## src/hdl/pgm_pkg.sv

```systemverilog
// Constants, register map and carrier types for the power-good monitor
// Assumes a 50 MHz core clock and a classic Wishbone slave port
// Summary of operation
// - LDO leaving range sets rail and summary flags
// - Power-good drop sets flag; state bit live
// - Sync clock change sets flag with status
// - Measurement done sets flag, no status
// - Undervoltage resets everything, no flags
// - Supply rise sets reset flag unless masked
// - Software reset restarts, sets reset flag
// - Polarity inverts only the external pin
// - Per-rail inclusion; disabled rails excluded
// - Thermal warning optionally joins power-good
// - Power-good needs every selected source valid
// - Window bit adds overvoltage check
// - Pin polarity and open-drain selectable
// - Mode bit: zero gated, one continuous
// - Gated mode holds state 800 us
// - Gated fault latches and stops monitoring
// - Continuous mode follows regulation after enable
// - Fault bits latch until written one
// - Continuous mode: rail transition forces power-good inactive
// - Fault gating option holds power-good low
// - 20 us peak current sets limit flag
// - Each buck has 3-bit current limit
// - Interrupt pin low while unmasked flag pending
package pgm_pkg;
    // ************************************************************
    // Timing
    // ************************************************************
    localparam int CLK_HZ = 50_000_000;
    localparam int HOLD_US = 800;
    localparam int HOLD_CYC = HOLD_US * (CLK_HZ / 1_000_000);
    localparam int ILIM_US = 20;
    localparam int ILIM_CYC = ILIM_US * (CLK_HZ / 1_000_000);

    // ************************************************************
    // Register offsets (byte addresses)
    // ************************************************************
    localparam logic [7:0] REG_FLAGS = 8'h00;
    localparam logic [7:0] REG_MASKS = 8'h04;
    localparam logic [7:0] REG_STATUS = 8'h08;
    localparam logic [7:0] REG_PG_CTRL = 8'h0c;
    localparam logic [7:0] REG_FAULT = 8'h10;
    localparam logic [7:0] REG_ILIM = 8'h14;
    localparam logic [7:0] REG_RESET = 8'h18;

    // Flag / mask bit positions
    localparam int F_LDO0 = 0;
    localparam int F_LDO1 = 1;
    localparam int F_LDO_SUM = 2;
    localparam int F_PG_DROP = 3;
    localparam int F_SYNC = 4;
    localparam int F_MEAS = 5;
    localparam int F_RESET = 6;
    localparam int F_ILIM0 = 7;
    localparam int F_ILIM1 = 8;
    localparam int NFLAG = 9;

    // Power-good control field positions
    localparam int C_BUCK_EN = 0;   // 2 bits
    localparam int C_LDO_EN = 2;    // 2 bits
    localparam int C_TWARN = 4;
    localparam int C_WIN = 5;       // 4 bits: buck0, buck1, ldo0, ldo1
    localparam int C_POL = 9;
    localparam int C_OD = 10;
    localparam int C_MODE = 11;
    localparam int C_FGATE = 12;
    localparam int CTRL_W = 13;

    // Reset values; mode and reset mask stand for programmed defaults
    localparam logic [CTRL_W-1:0] CTRL_RST = 13'h000f;
    localparam logic [NFLAG-1:0] MASK_RST = 9'h000;
    localparam logic [5:0] ILIM_RST = 6'h1b;

    // ************************************************************
    // Carrier types
    // ************************************************************
    typedef struct packed {
        logic [3:0] enabled;   // buck0, buck1, ldo0, ldo1 regulator on
        logic [3:0] under_ok;  // above undervoltage threshold
        logic [3:0] over_ok;   // below overvoltage threshold
        logic [3:0] moving;    // ramping between targets
        logic [3:0] change;    // enable or voltage change request pulse
    } pgm_rail_t;

    typedef struct packed {
        logic thermal_warn_status;
        logic ovp_pending;
        logic tsd_pending;
        logic sync_clk_present;
        logic meas_done;
        logic [1:0] buck_in_ilim;
    } pgm_event_t;

    typedef enum {ST_LOAD, ST_HOLD, ST_RUN} pgm_state_t;
endpackage

```

## src/hdl/pgm_top.sv

```systemverilog
// Power-good aggregation, rail fault latches and interrupt flags
// Assumes synchronous analog indications and a Wishbone classic master
//
// The implementer's own choices: the register offsets and the Wishbone interface to the registers.
`timescale 1ns/1ps
module pgm_top (
    input wire logic core_clk,                 // 50 MHz clock
    input wire logic rst_n,                    // Undervoltage reset, low
    input wire logic otp_done,                 // Configuration load finished
    input wire pgm_pkg::pgm_rail_t rails,      // Rail monitor inputs
    input wire pgm_pkg::pgm_event_t events,    // Other event inputs
    input wire logic [7:0] wb_adr_i,           // Wishbone address
    input wire logic [31:0] wb_dat_i,          // Wishbone write data
    input wire logic [3:0] wb_sel_i,           // Byte selects
    input wire logic wb_we_i,                  // Write enable
    input wire logic wb_cyc_i,                 // Cycle
    input wire logic wb_stb_i,                 // Strobe
    output logic [31:0] wb_dat_o,              // Read data
    output logic wb_ack_o,                     // Acknowledge
    output logic power_good_pin_o,             // Pin output level
    output logic power_good_pin_oe,            // Pin output enable
    output logic interrupt_pin_n,              // Interrupt, active low
    output logic sw_reset_o,                   // Regulator shutdown pulse
    output logic [5:0] buck_peak_current_limit // Two 3-bit limit fields
);
    import pgm_pkg::*;

    // ************************************************************
    // Registers
    // ************************************************************
    logic [NFLAG-1:0] flag_q;
    logic [NFLAG-1:0] mask_q;
    logic [CTRL_W-1:0] ctrl_q;
    logic [3:0] rail_fault_latches_q;
    logic [5:0] ilim_q;
    logic sw_rst_q;
    logic sw_rst_seen_q;
    logic pg_q;
    logic pg_prev_q;
    logic sync_prev_q;
    logic [3:0] ldo_prev_q;
    logic [15:0] hold_q;
    logic [9:0] ilim_cnt0_q;
    logic [9:0] ilim_cnt1_q;
    pgm_state_t state_q;

    // Bus write and acknowledge strobes
    logic wr;
    logic rd_ack;
    assign wr = wb_cyc_i & wb_stb_i & wb_we_i & ~wb_ack_o;
    assign rd_ack = wb_cyc_i & wb_stb_i & ~wb_ack_o;

    function automatic logic [31:0] w1c(input logic [7:0] a);
        w1c = (wr && wb_adr_i == a) ? wb_dat_i : 32'h0000_0000;
    endfunction

    // Write-one-clear words; a function result cannot be sliced directly
    logic [31:0] clr_flags;
    logic [31:0] clr_fault;
    assign clr_flags = w1c(REG_FLAGS);
    assign clr_fault = w1c(REG_FAULT);

    function automatic logic cnt_hit(input logic [9:0] c, input logic on);
        cnt_hit = on && (c == 10'(ILIM_CYC - 1));
    endfunction

    // ************************************************************
    // Rail evaluation
    // ************************************************************
    logic [3:0] rail_in;
    logic [3:0] rail_ok;
    logic [3:0] rail_bad;
    logic src_ok;
    logic moving;
    always_comb
    begin
        rail_in = {ctrl_q[C_LDO_EN +: 2], ctrl_q[C_BUCK_EN +: 2]} & rails.enabled;
        rail_ok = rails.under_ok & (rails.over_ok | ~ctrl_q[C_WIN +: 4]);
        rail_bad = rail_in & ~rail_ok;
        moving = |(rail_in & rails.moving);
        src_ok = ~(|rail_bad)
            & ~(ctrl_q[C_TWARN] & events.thermal_warn_status)
            & ~events.ovp_pending & ~events.tsd_pending;
    end

    // ************************************************************
    // Power-good state machine
    // ************************************************************
    logic any_change;
    assign any_change = |rails.change;
    always_ff @(posedge core_clk or negedge rst_n)
    begin
        if (!rst_n)
        begin
            state_q <= ST_LOAD;
            pg_q <= 1'b0;
            hold_q <= 16'h0000;
        end
        else if (sw_rst_q)
        begin
            state_q <= ST_LOAD;
            pg_q <= 1'b0;
            hold_q <= 16'h0000;
        end
        else
        begin
            case (state_q)
                ST_LOAD:
                    if (otp_done)
                    begin
                        pg_q <= 1'b1;
                        state_q <= ST_RUN;
                    end
                ST_HOLD:
                begin
                    // Timer restarts on every new request
                    if (any_change)
                        hold_q <= 16'(HOLD_CYC - 1);
                    else if (hold_q == 16'h0000)
                        state_q <= ST_RUN;
                    else
                        hold_q <= hold_q - 16'h0001;
                end
                ST_RUN:
                    if (!ctrl_q[C_MODE])
                    begin
                        // Gated: latched faults freeze monitoring
                        if (any_change)
                        begin
                            hold_q <= 16'(HOLD_CYC - 1);
                            state_q <= ST_HOLD;
                        end
                        else if (!src_ok || (|rail_fault_latches_q))
                            pg_q <= 1'b0;
                        else
                            pg_q <= 1'b1;
                    end
                    else
                    begin
                        // Continuous: follow status, transitions force low
                        pg_q <= src_ok & ~moving & ~any_change
                            & ~(ctrl_q[C_FGATE] & (|rail_fault_latches_q));
                    end
                default:
                    state_q <= ST_LOAD;
            endcase
        end
    end

    // ************************************************************
    // Rail fault latches
    // ************************************************************
    logic monitoring;
    assign monitoring = (state_q == ST_RUN) && !any_change;
    always_ff @(posedge core_clk or negedge rst_n)
    begin
        if (!rst_n)
            rail_fault_latches_q <= 4'h0;
        else if (sw_rst_q)
            rail_fault_latches_q <= 4'h0;
        else
            // Set wins over a simultaneous clear
            rail_fault_latches_q <= (rail_fault_latches_q & ~clr_fault[3:0])
                | (monitoring ? rail_bad : 4'h0);
    end

    // ************************************************************
    // Current-limit persistence counters
    // ************************************************************
    always_ff @(posedge core_clk or negedge rst_n)
    begin
        if (!rst_n)
        begin
            ilim_cnt0_q <= 10'h000;
            ilim_cnt1_q <= 10'h000;
        end
        else
        begin
            // Saturate one past the hit count so one episode raises one flag
            if (!events.buck_in_ilim[0])
                ilim_cnt0_q <= 10'h000;
            else if (ilim_cnt0_q != 10'(ILIM_CYC))
                ilim_cnt0_q <= ilim_cnt0_q + 10'h001;
            if (!events.buck_in_ilim[1])
                ilim_cnt1_q <= 10'h000;
            else if (ilim_cnt1_q != 10'(ILIM_CYC))
                ilim_cnt1_q <= ilim_cnt1_q + 10'h001;
        end
    end

    // ************************************************************
    // Interrupt flags
    // ************************************************************
    logic [NFLAG-1:0] set;
    logic [1:0] ldo_fall;
    always_comb
    begin
        set = '0;
        ldo_fall = ldo_prev_q[3:2] & ~rail_ok[3:2] & rails.enabled[3:2];
        set[F_LDO0] = ldo_fall[0] & ~mask_q[F_LDO0];
        set[F_LDO1] = ldo_fall[1] & ~mask_q[F_LDO1];
        set[F_LDO_SUM] = set[F_LDO0] | set[F_LDO1];
        set[F_PG_DROP] = pg_prev_q & ~pg_q;
        set[F_SYNC] = sync_prev_q ^ events.sync_clk_present;
        set[F_MEAS] = events.meas_done;
        set[F_RESET] = sw_rst_seen_q & otp_done;
        set[F_ILIM0] = cnt_hit(ilim_cnt0_q, events.buck_in_ilim[0]);
        set[F_ILIM1] = cnt_hit(ilim_cnt1_q, events.buck_in_ilim[1]);
    end

    always_ff @(posedge core_clk or negedge rst_n)
    begin
        if (!rst_n)
        begin
            flag_q <= '0;
            pg_prev_q <= 1'b0;
            sync_prev_q <= 1'b0;
            ldo_prev_q <= 4'h0;
        end
        else
        begin
            // Set wins over a simultaneous write-one clear
            flag_q <= (flag_q & ~clr_flags[NFLAG-1:0]) | set;
            pg_prev_q <= pg_q;
            sync_prev_q <= events.sync_clk_present;
            ldo_prev_q <= rail_ok & rails.enabled;
        end
    end

    // Reset flag pending until the startup after power or software reset
    always_ff @(posedge core_clk or negedge rst_n)
    begin
        if (!rst_n)
            sw_rst_seen_q <= ~MASK_RST[F_RESET];
        else if (sw_rst_q)
            sw_rst_seen_q <= ~MASK_RST[F_RESET];
        else if (otp_done)
            sw_rst_seen_q <= 1'b0;
    end

    // ************************************************************
    // Configuration registers and software reset
    // ************************************************************
    always_ff @(posedge core_clk or negedge rst_n)
    begin
        if (!rst_n)
        begin
            mask_q <= MASK_RST;
            ctrl_q <= CTRL_RST;
            ilim_q <= ILIM_RST;
            sw_rst_q <= 1'b0;
        end
        else if (sw_rst_q)
        begin
            mask_q <= MASK_RST;
            ctrl_q <= CTRL_RST;
            ilim_q <= ILIM_RST;
            sw_rst_q <= 1'b0;
        end
        else
        begin
            if (wr && wb_adr_i == REG_MASKS)
                mask_q <= wb_dat_i[NFLAG-1:0];
            if (wr && wb_adr_i == REG_PG_CTRL)
                ctrl_q <= wb_dat_i[CTRL_W-1:0];
            if (wr && wb_adr_i == REG_ILIM)
                ilim_q <= wb_dat_i[5:0];
            sw_rst_q <= wr && wb_adr_i == REG_RESET && wb_dat_i[0];
        end
    end

    // ************************************************************
    // Wishbone read path, single-wait ack
    // ************************************************************
    always_ff @(posedge core_clk or negedge rst_n)
    begin
        if (!rst_n)
        begin
            wb_ack_o <= 1'b0;
            wb_dat_o <= 32'h0000_0000;
        end
        else
        begin
            wb_ack_o <= rd_ack;
            case (wb_adr_i)
                REG_FLAGS: wb_dat_o <= 32'(flag_q);
                REG_MASKS: wb_dat_o <= 32'(mask_q);
                REG_STATUS: wb_dat_o <= 32'({events.buck_in_ilim, events.thermal_warn_status,
                    events.sync_clk_present, pg_q, rail_ok[3:2]});
                REG_PG_CTRL: wb_dat_o <= 32'(ctrl_q);
                REG_FAULT: wb_dat_o <= 32'(rail_fault_latches_q);
                REG_ILIM: wb_dat_o <= 32'(ilim_q);
                default: wb_dat_o <= 32'h0000_0000;
            endcase
        end
    end

    // ************************************************************
    // Pins
    // ************************************************************
    always_ff @(posedge core_clk or negedge rst_n)
    begin
        if (!rst_n)
        begin
            power_good_pin_o <= 1'b0;
            power_good_pin_oe <= 1'b1;
            interrupt_pin_n <= 1'b1;
            sw_reset_o <= 1'b0;
            buck_peak_current_limit <= ILIM_RST;
        end
        else
        begin
            // Polarity touches the pin only, never pg_q or its flag
            power_good_pin_o <= pg_q ^ ctrl_q[C_POL];
            power_good_pin_oe <= ~ctrl_q[C_OD] | ~(pg_q ^ ctrl_q[C_POL]);
            interrupt_pin_n <= ~(|(flag_q & ~mask_q));
            sw_reset_o <= sw_rst_q;
            buck_peak_current_limit <= ilim_q;
        end
    end
endmodule

```

## config.mk

```make
export PLATFORM = sky130hd
export DESIGN_NAME = pgm_top
export DESIGN_NICKNAME = d
export VERILOG_FILES = /design/src/hdl/pgm_pkg.sv /design/src/hdl/pgm_top.sv
export SDC_FILE = /design/constraint.sdc
export NUM_CORES = 1
export LEC_CHECK = 0
export BUFFER_PORTS_ARGS = -buffer_cell sky130_fd_sc_hd__buf_2
export CORE_MARGIN = 4
export CORE_UTILIZATION = 30
export CTS_CLUSTER_DIAMETER = 40
export DETAILED_ROUTE_END_ITERATION = 7
export GPL_ROUTABILITY_DRIVEN = 1
export MAX_ROUTING_LAYER = met4
export SETUP_SLACK_MARGIN = 0.05
export SYNTH_ARGS = -nofsm -noshare
export SYNTH_HDL_FRONTEND = slang
export SYNTH_SLANG_ARGS = --single-unit
```

## constraint.sdc

```tcl
create_clock -name core_clk -period 4.1 [get_ports core_clk]
set_input_delay 0.41 -clock core_clk [delete_from_list [all_inputs] [get_ports core_clk]]
set_output_delay 0.41 -clock core_clk [all_outputs]
set_load 0.05 [all_outputs]
```

Word level (Yosys, flattened, before mapping):

Index checks and enable logic that the tools add are counted.

* flip-flop bits (word level): 161
* output and inout port bits: 43
* word-level logic and storage cells: 167

* equal/unequal tests: 22
* add/sub/neg operators: 3
* mux-type cells: 37
* reduce and logical (&&, ||, !) cells: 30
* bitwise logic cells: 53

Operators with widths (count)
* 32-bit two-way mux: 6
* 32-bit case mux with 3 select lines: 1
* 16-bit two-way mux: 5
* 13-bit case mux with 6 select lines: 1
* 10-bit two-way mux: 4
* 32-bit by 1-bit equality test with 1-bit output, second input constant: 1
* 32-bit by 2-bit equality test with 1-bit output, second input constant: 1
* 32-bit by 3-bit equality test with 1-bit output, second input constant: 1
* 32-bit logical NOT: 1
* 16-bit case mux with 2 select lines: 1
* 9-bit two-way mux: 3
* 13-bit two-way mux: 2
* 4-bit AND: 6
* 8-bit by 5-bit equality test with 1-bit output, second input constant: 3
* 10-bit by 1-bit adder with 10-bit output, second input constant: 2
* 10-bit equality test, second input constant: 2
* 10-bit != test, second input constant: 2
* 9-bit AND: 2
* 9-bit NOT: 2
* 1-bit AND: 16
* 8-bit by 4-bit equality test with 1-bit output, second input constant: 2
* 16-bit logical NOT: 1
* 4-bit OR reduction: 4
* 16-bit by 1-bit subtractor with 16-bit output, second input constant: 1
* 26 further kinds: 75

Depth between registers and ports, before layout:

Gate-level depths: netlist (run 1).

* word-level depth: 17
* depth in mapped cells: 8
* depth with buffers taken out: 7

Worst setup path after synthesis (run 1):

OpenSTA, ideal clock, no wires.

* path type: input to register
* start point: in rails[1] in the netlist's numbering
* end point: reg hold_q[0]
* path buffers: 0
* cell stages on the path: 5
* required time: 3.972 ns
* path slack: 2.203 ns
* arrival: 1.770 ns
* cells stage by stage: or4_4 nor3_2 a311o_2 nand2_2 mux2_1

* cells in the longest elaborated chain, start to end: 4

RTL lines
* from (decl): line pgm_top.sv:10 `input wire pgm_pkg::pgm_rail_t rails,`
* 4-bit OR reduction (*): line pgm_top.sv:90 `assign any_change = |rails.change;`
* 16-bit two-way mux: line pgm_top.sv:117 `if (any_change)`
* 16-bit case mux with 2 select lines: line pgm_top.sv:107 `case (state_q)`
* 16-bit two-way mux: line pgm_top.sv:99 `else if (sw_rst_q)`
* to (signal assigned): line pgm_top.sv:118 `hold_q <= 16'(HOLD_CYC - 1);`
* to (signal assigned): line pgm_top.sv:122 `hold_q <= hold_q - 16'h0001;`
* to (signal assigned): line pgm_top.sv:130 `hold_q <= 16'(HOLD_CYC - 1);`
* to (decl): line pgm_top.sv:42 `logic [15:0] hold_q;`

Every way passes the cells marked *; elsewhere a longest branch is shown, timed or not.
A chain may end at the register's enable or synchronous reset.

Worst setup path in the final report (run 1):

* start point: reg sw_rst_q
* end point: reg ctrl_q[9]

* cells in the longest elaborated chain, start to end: 1

RTL lines
* from (decl): line pgm_top.sv:36 `logic sw_rst_q;`
* from (signal assigned): line pgm_top.sv:268 `sw_rst_q <= wr && wb_adr_i == REG_RESET && wb_dat_i[0];`
* 13-bit two-way mux / 2-bit nonzero test (equally long branches)
* to (signal assigned): line pgm_top.sv:265 `ctrl_q <= wb_dat_i[CTRL_W-1:0];`
* to (decl): line pgm_top.sv:33 `logic [CTRL_W-1:0] ctrl_q;`

Several ways; a longest one is shown, not always the timed one.

==> results of run 1 <==
-- placed cells by master (no fill, tap or decap), types with 12 or more instances in the layout --
cell type,count
a21oi_1,25
a22o_1,16
a31oi_1,19
and2_1,13
buf_2,76
conb_1,19
dfrtp_1,95
dfstp_2,15
inv_1,25
nand2_1,55
nand3_1,23
nor2_1,26
o21ai_0,19
o22a_1,12
-- worst paths after layout --
kind	to	slack (ns)	cells past startpoint
setup / recovery	ctrl_q[9]	1.88	3
hold / removal	hold_q[10]	0.20	1
setup reg to reg	ctrl_q[9]	1.88	3
hold reg to reg	buck_peak_current_limit[4]	0.39	0
max in group asynchronous	buck_peak_current_limit[1]	2.98	2
min in group core_clk	sync_prev_q	0.21	1
-- area by class of cell --
type	instances	area (um^2)
Clock buffer	12	256
Clock inverter	4	61.3
Multi-Input combinational cell	390	2460
Timing Repair Buffer	80	410
Inverter	25	93.8
Fill cell	1860	11600
Sequential cell	110	2770
Tap cell	229	287
Antenna cell	1	2.50
-- cell families after synthesis --
family / share of synthesized area [%]
compound gates: 18.3
xor+xnor: 1.92
fa+ha+maj: 1.37
buf+inv: 5.65
flops: 50.6
mux: 2.33
other cells: 0.0685
simple gates: 19.7
-- registers in the layout (all words and copies together) (netlist names), 9 cells and up --
register,count
ctrl_q,13
hold_q,16
wb_dat_o,13
ilim_cnt0_q,10
ilim_cnt1_q,10
mask_q,9
flag_q,9
-- stage by stage --
stage	power (mW)	worst slack (ns)	cell area (um^2)	cells	hold WS, ns
2_1_floorplan	1.45	2.20	5540	560	0.114
3_3_place_gp	1.54	1.57	6020	834	0.370
3_5_place_dp	1.54	1.56	6020	834	0.374
4_1_cts	2.49	1.86	6340	850	0.194
5_1_grt	2.57	1.65	6340	851	0.191
6_report	2.45	1.88	6340	851	0.196
-- power by group --
group | switching, mW | internal (mW)
Sequential | 0.0410 | 1.13
Combinational | 0.235 | 0.116
Clock | 0.415 | 0.518
-- layer usage --
metal	global-route usage [%]	part of all wire (%)
met3	3.55	4.9
met4	4.15	1.3
met1	19.8	45
met2	23.4	48
met5	-	0
-- critical path, stage by stage (launching register included) --
cell     delay (ns)
dfrtp_1        0.97
inv_1          0.49
and3_1         0.41
a22o_1         0.23
==> metrics.txt, run 1 <==
Worst-path clk slew=0.07 ns; postcts setup bufs=0; pin count of the biggest net entering global routing=78; Initial Util=30.5%; vias in the first global route=4189; fin crit share=54.0%; worst rel slew slack=31.0%; initial antenna violation count=1; utilization after layout=35.3%; ys flop type=dfrtp_1; final setup vio count=0; hold buffers post-CTS=0; DP HPWL=10.6 mm; Synth Register Bits=110; warnings from Yosys=0; Netlist cell types=67; Detail Route Antenna Nets=0; Area contributors post-synth=dfrtp_1, dfstp_2, nand2_1; count leader, synth=dfrtp_1; clock latency at the later pin of the worst-skew pair=0.36 ns; Worst Hold Class=primary input to async pin; Final Skew=0.00954 ns; RD Place Congestion=0.876; grt total ovfl=0; total number of vias=4332; Die Ht=143 um; Vias per Instance=5.09; crit path capture type=register; WP data arrival=2.47 ns; Root Buffer=clkbuf_16; fmax=0.451 GHz; Final Max Slew Viols=0; Post-synth top cells=dfrtp_1, nand2_1, nor2_1; CTS buffer count=9; min cycle time layout=2.22 ns; post-synthesis cell area=5470 um^2; WP data required=4.35 ns; status=finished clean; final hold viol count=0; PwrDens=386 nW/um^2; row count=49; Core Area=18000 um^2; H-tree levels=3; Die Wd=143 um; violation count after the first detailed-route iteration=312; sequential area share after synthesis=50.6%; Post-Route WL=14.4 mm; Final #Nets=699; wire per inst=16.9 um; num ports=120; clk buf depth=2; biggest area consumer among synthesized cells=dfrtp_1; setup tns final=0 ns; cells after synthesis=542; Critical Path Source Type=register; syn avg cell area=10.1 um^2; clk sinks=110; Max-Cap Viols=0; detailed-router iteration count before antenna repair=4; leakage=2.72 nW; Worst-Margin Slew=1.02 ns; area delta synth->final=15.9%; RSZ-0062 raised after global routing=no; R2R Path Start=sw_rst_q; crit-path max FO=26; Die ar.=20500 um^2; post-synth top area share=43.4%; EDFF count, synth=0; Resized Gates After CTS=0; peak supply drop=0.000271 V; first-pass GRT wire length=23.3 mm; Global Route Usage Sum=15.1%; Synth async-reset ratio=100%; DR DRC count=0; # port buffers=77; Setup CP Type=register to register; CTS tree=yes; layout cells sized above 1=20.8%; Critical Path Source=sw_rst_q
Power figures use the tool's default switching activity.
==> inputs of run 2 (changes only) <==
==> constraint.sdc (replaced) <==
create_clock -name core_clk -period 2.28 [get_ports core_clk]
set_input_delay 0.228 -clock core_clk [delete_from_list [all_inputs] [get_ports core_clk]]
set_output_delay 0.228 -clock core_clk [all_outputs]
set_load 0.05 [all_outputs]
==> metrics.txt, run 2 (synthesis gave the netlist of run 1 again) <==
wire per inst=17.2 um (+1.3%); min cycle time layout=2.04 ns (-0.174 ns); clk buf depth=2 (unchanged); vias in the first global route=4452 (+6.3%); Initial Util=30.5% (unchanged); crit-path max FO=6 (-77%); crit path capture type=register; Non-Filler Instances=869 (+2.1%); Max-Cap Viols=0 (unchanged); DR DRC count=0 (unchanged); Setup CP Type=register to register; Post-Route WL=14.9 mm (+3.5%); grt total ovfl=0 (unchanged); CTS buffer count=9 (unchanged); PwrDens=683 nW/um^2 (+77%); Final #Nets=717 (+2.6%); WP data arrival=2.28 ns (-0.19 ns); Worst-path clk slew=0.07 ns (about the same); H-tree levels=3 (unchanged); Final Skew=0.0114 ns (+0.00186 ns); Worst-Margin Slew=0.684 ns (-0.337 ns); placed insts=850 (+1.9%); Crit-path slowest cell=or4_1; RD Place Congestion=0.879 (+0.35%); delay-heaviest family, CP=simple AND/OR/NAND/NOR gates; Die Ht=143 um (unchanged); final hold viol count=0 (unchanged); initial antenna violation count=1 (unchanged); Worst Hold Class=primary input to register; Vias per Instance=5.12 (+0.51%); row count=49 (unchanged); area delta synth->final=18.8%; layout cells sized above 1=23.2% (+2.4 points); top flop regs=hold_q x16, ctrl_q x13, wb_dat_o x13; Core Area=18000 um^2 (unchanged); violation count after the first detailed-route iteration=201 (-36%); Design Power=4.44 mW (+81%); Critical Path Source=hold_q[11]; R2R Path Start=hold_q[11]; first-pass GRT wire length=24.3 mm (+4.2%); max reg flops=16 (unchanged); Global Route Usage Sum=15.6% (+0.51 points); Hold Startpoint=events[3]; # port buffers=77 (unchanged); crit-path cells=or4_1, nor2_1, a311o_2, nand2_2, mux2_1; commonest non-fill, non-tap cell in the layout=dfrtp_1; setup tns final=0 ns (unchanged); CP Buf/Inv Count=0 (-1); leakage=2.81 nW (+3.3%); Die Wd=143 um (unchanged); fmax=0.490 GHz (+8.5%); total number of vias=4446 (+2.6%); peak supply drop=0.000517 V (+91%); detailed-router iteration count before antenna repair=5 (+1); Root Buffer=clkbuf_16; fin crit share=89.5% (+35 points); most frequent cells in the layout=dfrtp_1, buf_2, nand2_1; slowest stage delay, CP=0.60 ns (-0.37 ns); clk sinks=110 (unchanged); largest reg by FF count=hold_q; final setup vio count=0 (unchanged); status=finished clean; clock latency at the later pin of the worst-skew pair=0.37 ns (about the same); Final Max Slew Viols=0 (unchanged); WP data required=2.52 ns (-1.83 ns); DP HPWL=11.1 mm (+4.6%); pin count of the biggest net entering global routing=40 (-49%); num ports=120 (unchanged); Detail Route Antenna Nets=0 (unchanged); fillcell total=1841 (-1.0%); Die ar.=20500 um^2 (unchanged); CTS tree=yes; hold slack=0.0130 ns (-0.183 ns); Critical Path Source Type=register; worst rel slew slack=54.4% (+23 points); RSZ-0062 raised after global routing=no
run 2: area by class of cell:
cell class / count / area (um^2) / share of cell area (%)
antenna: 1 / 2.50 / 0.0385
inverter: 25 / 93.8 / 1.44
multi-input combinational: 390 / 2470 / 38.0
clock inverter: 7 / 81.3 / 1.25
timing repair buffer: 98 / 573 / 8.81
tap: 229 / 287 / 4.41
sequential: 110 / 2770 / 42.6
clock buffer: 9 / 225 / 3.46
run 2: timing repair:
action | in CTS | in global routing
setup endpoints to repair | 0 | 5
hold buffers | 1 | 0
hold endpoints to repair | 32 | 0
buffers inserted | 0 | 1
gates resized for setup | 0 | 1
run 2: power breakdown:
group | switching, mW | internal, mW
clock | 0.794 | 0.867
sequential | 0.0752 | 2.02
combinational | 0.437 | 0.246
run 2: per-stage QoR:
step	cell area, um^2	utilization [%]	worst slack [ns]
5_1_grt	6500	36.2	0.122
3_5_place_dp	6170	34.3	0.146
3_3_place_gp	6170	34.3	0.170
6_report	6500	36.2	0.239
4_1_cts	6480	36.1	0.136
2_1_floorplan	5540	-	0.420
run 2: final timing paths:
kind,to,slack (ns),cells after the start
min in group asynchronous,hold_q[11],0.40,2
hold / removal,sync_prev_q,0.01,1
setup / recovery,hold_q[1],0.24,5
hold reg to reg,buck_peak_current_limit[4],0.38,0
setup reg to reg,hold_q[1],0.24,5
max in group asynchronous,interrupt_pin_n,1.22,3
run 2: per-layer routing:
layer	global-route usage [%]	vias to the layer above	part of all wire, %
li1	-	2119	-
met1	19.8	2180	44
met2	25.4	130	49
met3	3.35	17	6.4
met4	3.75	0	1.3
met5	-	-	0
==> inputs of run 3 (changes only) <==
--- a/config.mk
+++ b/config.mk
@@ -6,12 +6,15 @@
 export NUM_CORES = 1
 export LEC_CHECK = 0
 export BUFFER_PORTS_ARGS = -buffer_cell sky130_fd_sc_hd__buf_2
+export CELL_PAD_IN_SITES_DETAIL_PLACEMENT = 0
+export CELL_PAD_IN_SITES_GLOBAL_PLACEMENT = 1
 export CORE_MARGIN = 4
 export CORE_UTILIZATION = 30
 export CTS_CLUSTER_DIAMETER = 40
 export DETAILED_ROUTE_END_ITERATION = 7
 export GPL_ROUTABILITY_DRIVEN = 1
 export MAX_ROUTING_LAYER = met4
+export PLACE_DENSITY_LB_ADDON = 0.1
 export SETUP_SLACK_MARGIN = 0.05
 export SYNTH_ARGS = -nofsm -noshare
 export SYNTH_HDL_FRONTEND = slang
==> constraint.sdc (replaced) <==
create_clock -name core_clk -period 2.28 [get_ports core_clk]
set_input_delay 0.456 -clock core_clk [delete_from_list [all_inputs] [get_ports core_clk]]
set_output_delay 0.456 -clock core_clk [all_outputs]
set_load 0.05 [all_outputs]
==> metrics.txt, run 3 (synthesis gave the netlist of run 1 again) <==
status=finished clean; Sequential Area=2770 um^2 (unchanged); final hold viol count=0 (unchanged); setup tns final=0 ns (unchanged); Core Area=18000 um^2 (unchanged); peak supply drop=0.000358 V (-31%); WP data required=2.52 ns (about the same); area delta synth->final=20.2%; Final #Nets=732 (+2.1%); fmax=0.487 GHz (-0.66%); CTS tree=yes; Critical Path Source Type=register; max reg flops=16 (unchanged); Initial Util=30.5% (unchanged); Root Buffer=clkbuf_16; RSZ-0062 raised after global routing=no; slowest stage delay, CP=0.60 ns (about the same); hold slack=0.101 ns (+0.0876 ns); layout cells sized above 1=24.9% (+1.8 points); Vias per Instance=5.09 (-0.57%); Die Ht=143 um (unchanged); violation count after the first detailed-route iteration=238 (+18%); postcts setup bufs=0 (unchanged); Die ar.=20500 um^2 (unchanged); placed insts=867 (+2.0%); row count=49 (unchanged); Max-Cap Viols=0 (unchanged); fin crit share=90.1% (+0.59 points); area of the multi-input gates=2460 um^2 (-0.25%); hold buffers post-CTS=0 (-1); CTS buffer count=9 (unchanged); fillcell total=1845 (+0.22%); total number of vias=4492 (+1.0%); leakage=2.87 nW (+2.1%); Worst-Margin Slew=0.709 ns (+0.0248 ns); clk buf depth=2 (unchanged); PwrDens=664 nW/um^2 (-2.8%); Crit-path slowest cell=or4_1; Final Max Slew Viols=0 (unchanged); Global Route Usage Sum=16.8% (+1.2 points); Ant. Diodes=0 (-1); num ports=120 (unchanged); commonest non-fill, non-tap cell in the layout=dfrtp_1; Setup CP Type=register to register; Design Power=4.37 mW (-1.6%); worst rel slew slack=52.6% (-1.8 points); crit path capture type=register; utilization after layout=36.6% (+0.43 points); pin count of the biggest net entering global routing=42 (+5.0%); DR DRC count=0 (unchanged); most frequent cells in the layout=dfrtp_1, buf_2, nand2_1; clock latency at the later pin of the worst-skew pair=0.36 ns (about the same); crit-path max FO=9 (+3); Worst-path clk slew=0.08 ns (about the same); Die Wd=143 um (unchanged); min cycle time layout=2.05 ns (+0.0135 ns); WP data arrival=2.30 ns (+0.02 ns); top flop regs=hold_q x16, ctrl_q x13, wb_dat_o x13; final setup vio count=0 (unchanged); wire per inst=18.2 um (+5.9%); RD Place Congestion=0.846 (-3.8%); vias in the first global route=4655 (+4.6%); Resized Gates After CTS=0 (unchanged); # port buffers=77 (unchanged); grt total ovfl=0 (unchanged); Worst Hold Class=primary input to async pin; Final Skew=0.00656 ns (-0.00483 ns); first-pass GRT wire length=25.7 mm (+6.0%); detailed-router iteration count before antenna repair=4 (-1); DP HPWL=12.3 mm (+11%); Post-Route WL=16.1 mm (+7.6%); largest reg by FF count=hold_q; Non-Filler Instances=883 (+1.6%); initial antenna violation count=0 (-1); H-tree levels=3 (unchanged); clk sinks=110 (unchanged); Detail Route Antenna Nets=0 (unchanged); crit-path cells=or4_1, nor2_1, a311o_2, nand2_2, mux2_1
-- run 3: worst paths after layout --
path / start / end / slack (ns) / cells past startpoint
min in group core_clk: events[3] / sync_prev_q / 0.26 / 1
worst max register to register: hold_q[10] / hold_q[0] / 0.23 / 5
max in group asynchronous: rst_n / sw_rst_seen_q / 1.50 / 2
worst max-delay path: hold_q[10] / hold_q[0] / 0.23 / 5
worst min-delay path: rst_n / buck_peak_current_limit[5] / 0.10 / 1
worst min register to register: ilim_q[3] / buck_peak_current_limit[3] / 0.39 / 0
-- run 3: final cells by class --
class                   count  share of cell area, %
flip-flops and latches    110                   42.1
multi-input cells         390                   37.4
repair buffers            113                   10.4
well taps                 229                   4.36
clock buffers               9                   3.42
inverters                  25                   1.43
clock inverters             7                  0.875
-- run 3: per-layer routing --
layer	vias up	share of wire [%]	GRT usage, %
li1	2152	-	-
met1	2213	44	20.5
met2	105	50	27.6
met3	22	4.4	3.82
met4	0	1.7	5.15
met5	-	0	-
-- run 3: through the flow --
stage	area [um^2]	setup WS [ns]
6_report	6580	0.225
5_1_grt	6580	0.120
4_1_cts	6580	0.250
3_5_place_dp	6300	0.0764
3_3_place_gp	6300	0.0698
2_1_floorplan	5540	0.337
-- run 3: power by group --
group / switching, mW / internal (mW) / leakage [nW]
Clock: 0.799 / 0.759 / 0.134
Sequential: 0.0751 / 2.02 / 1.36
Combinational: 0.448 / 0.266 / 1.38
-- run 3: critical path: cells and delay by family, from the launching register on --
kind	cells	cell delay (ns)
AO/OA/AOI/OAI	1	0.32
flip-flops	1	0.44
multiplexers	1	0.32
AND/OR/NAND/NOR	3	0.86
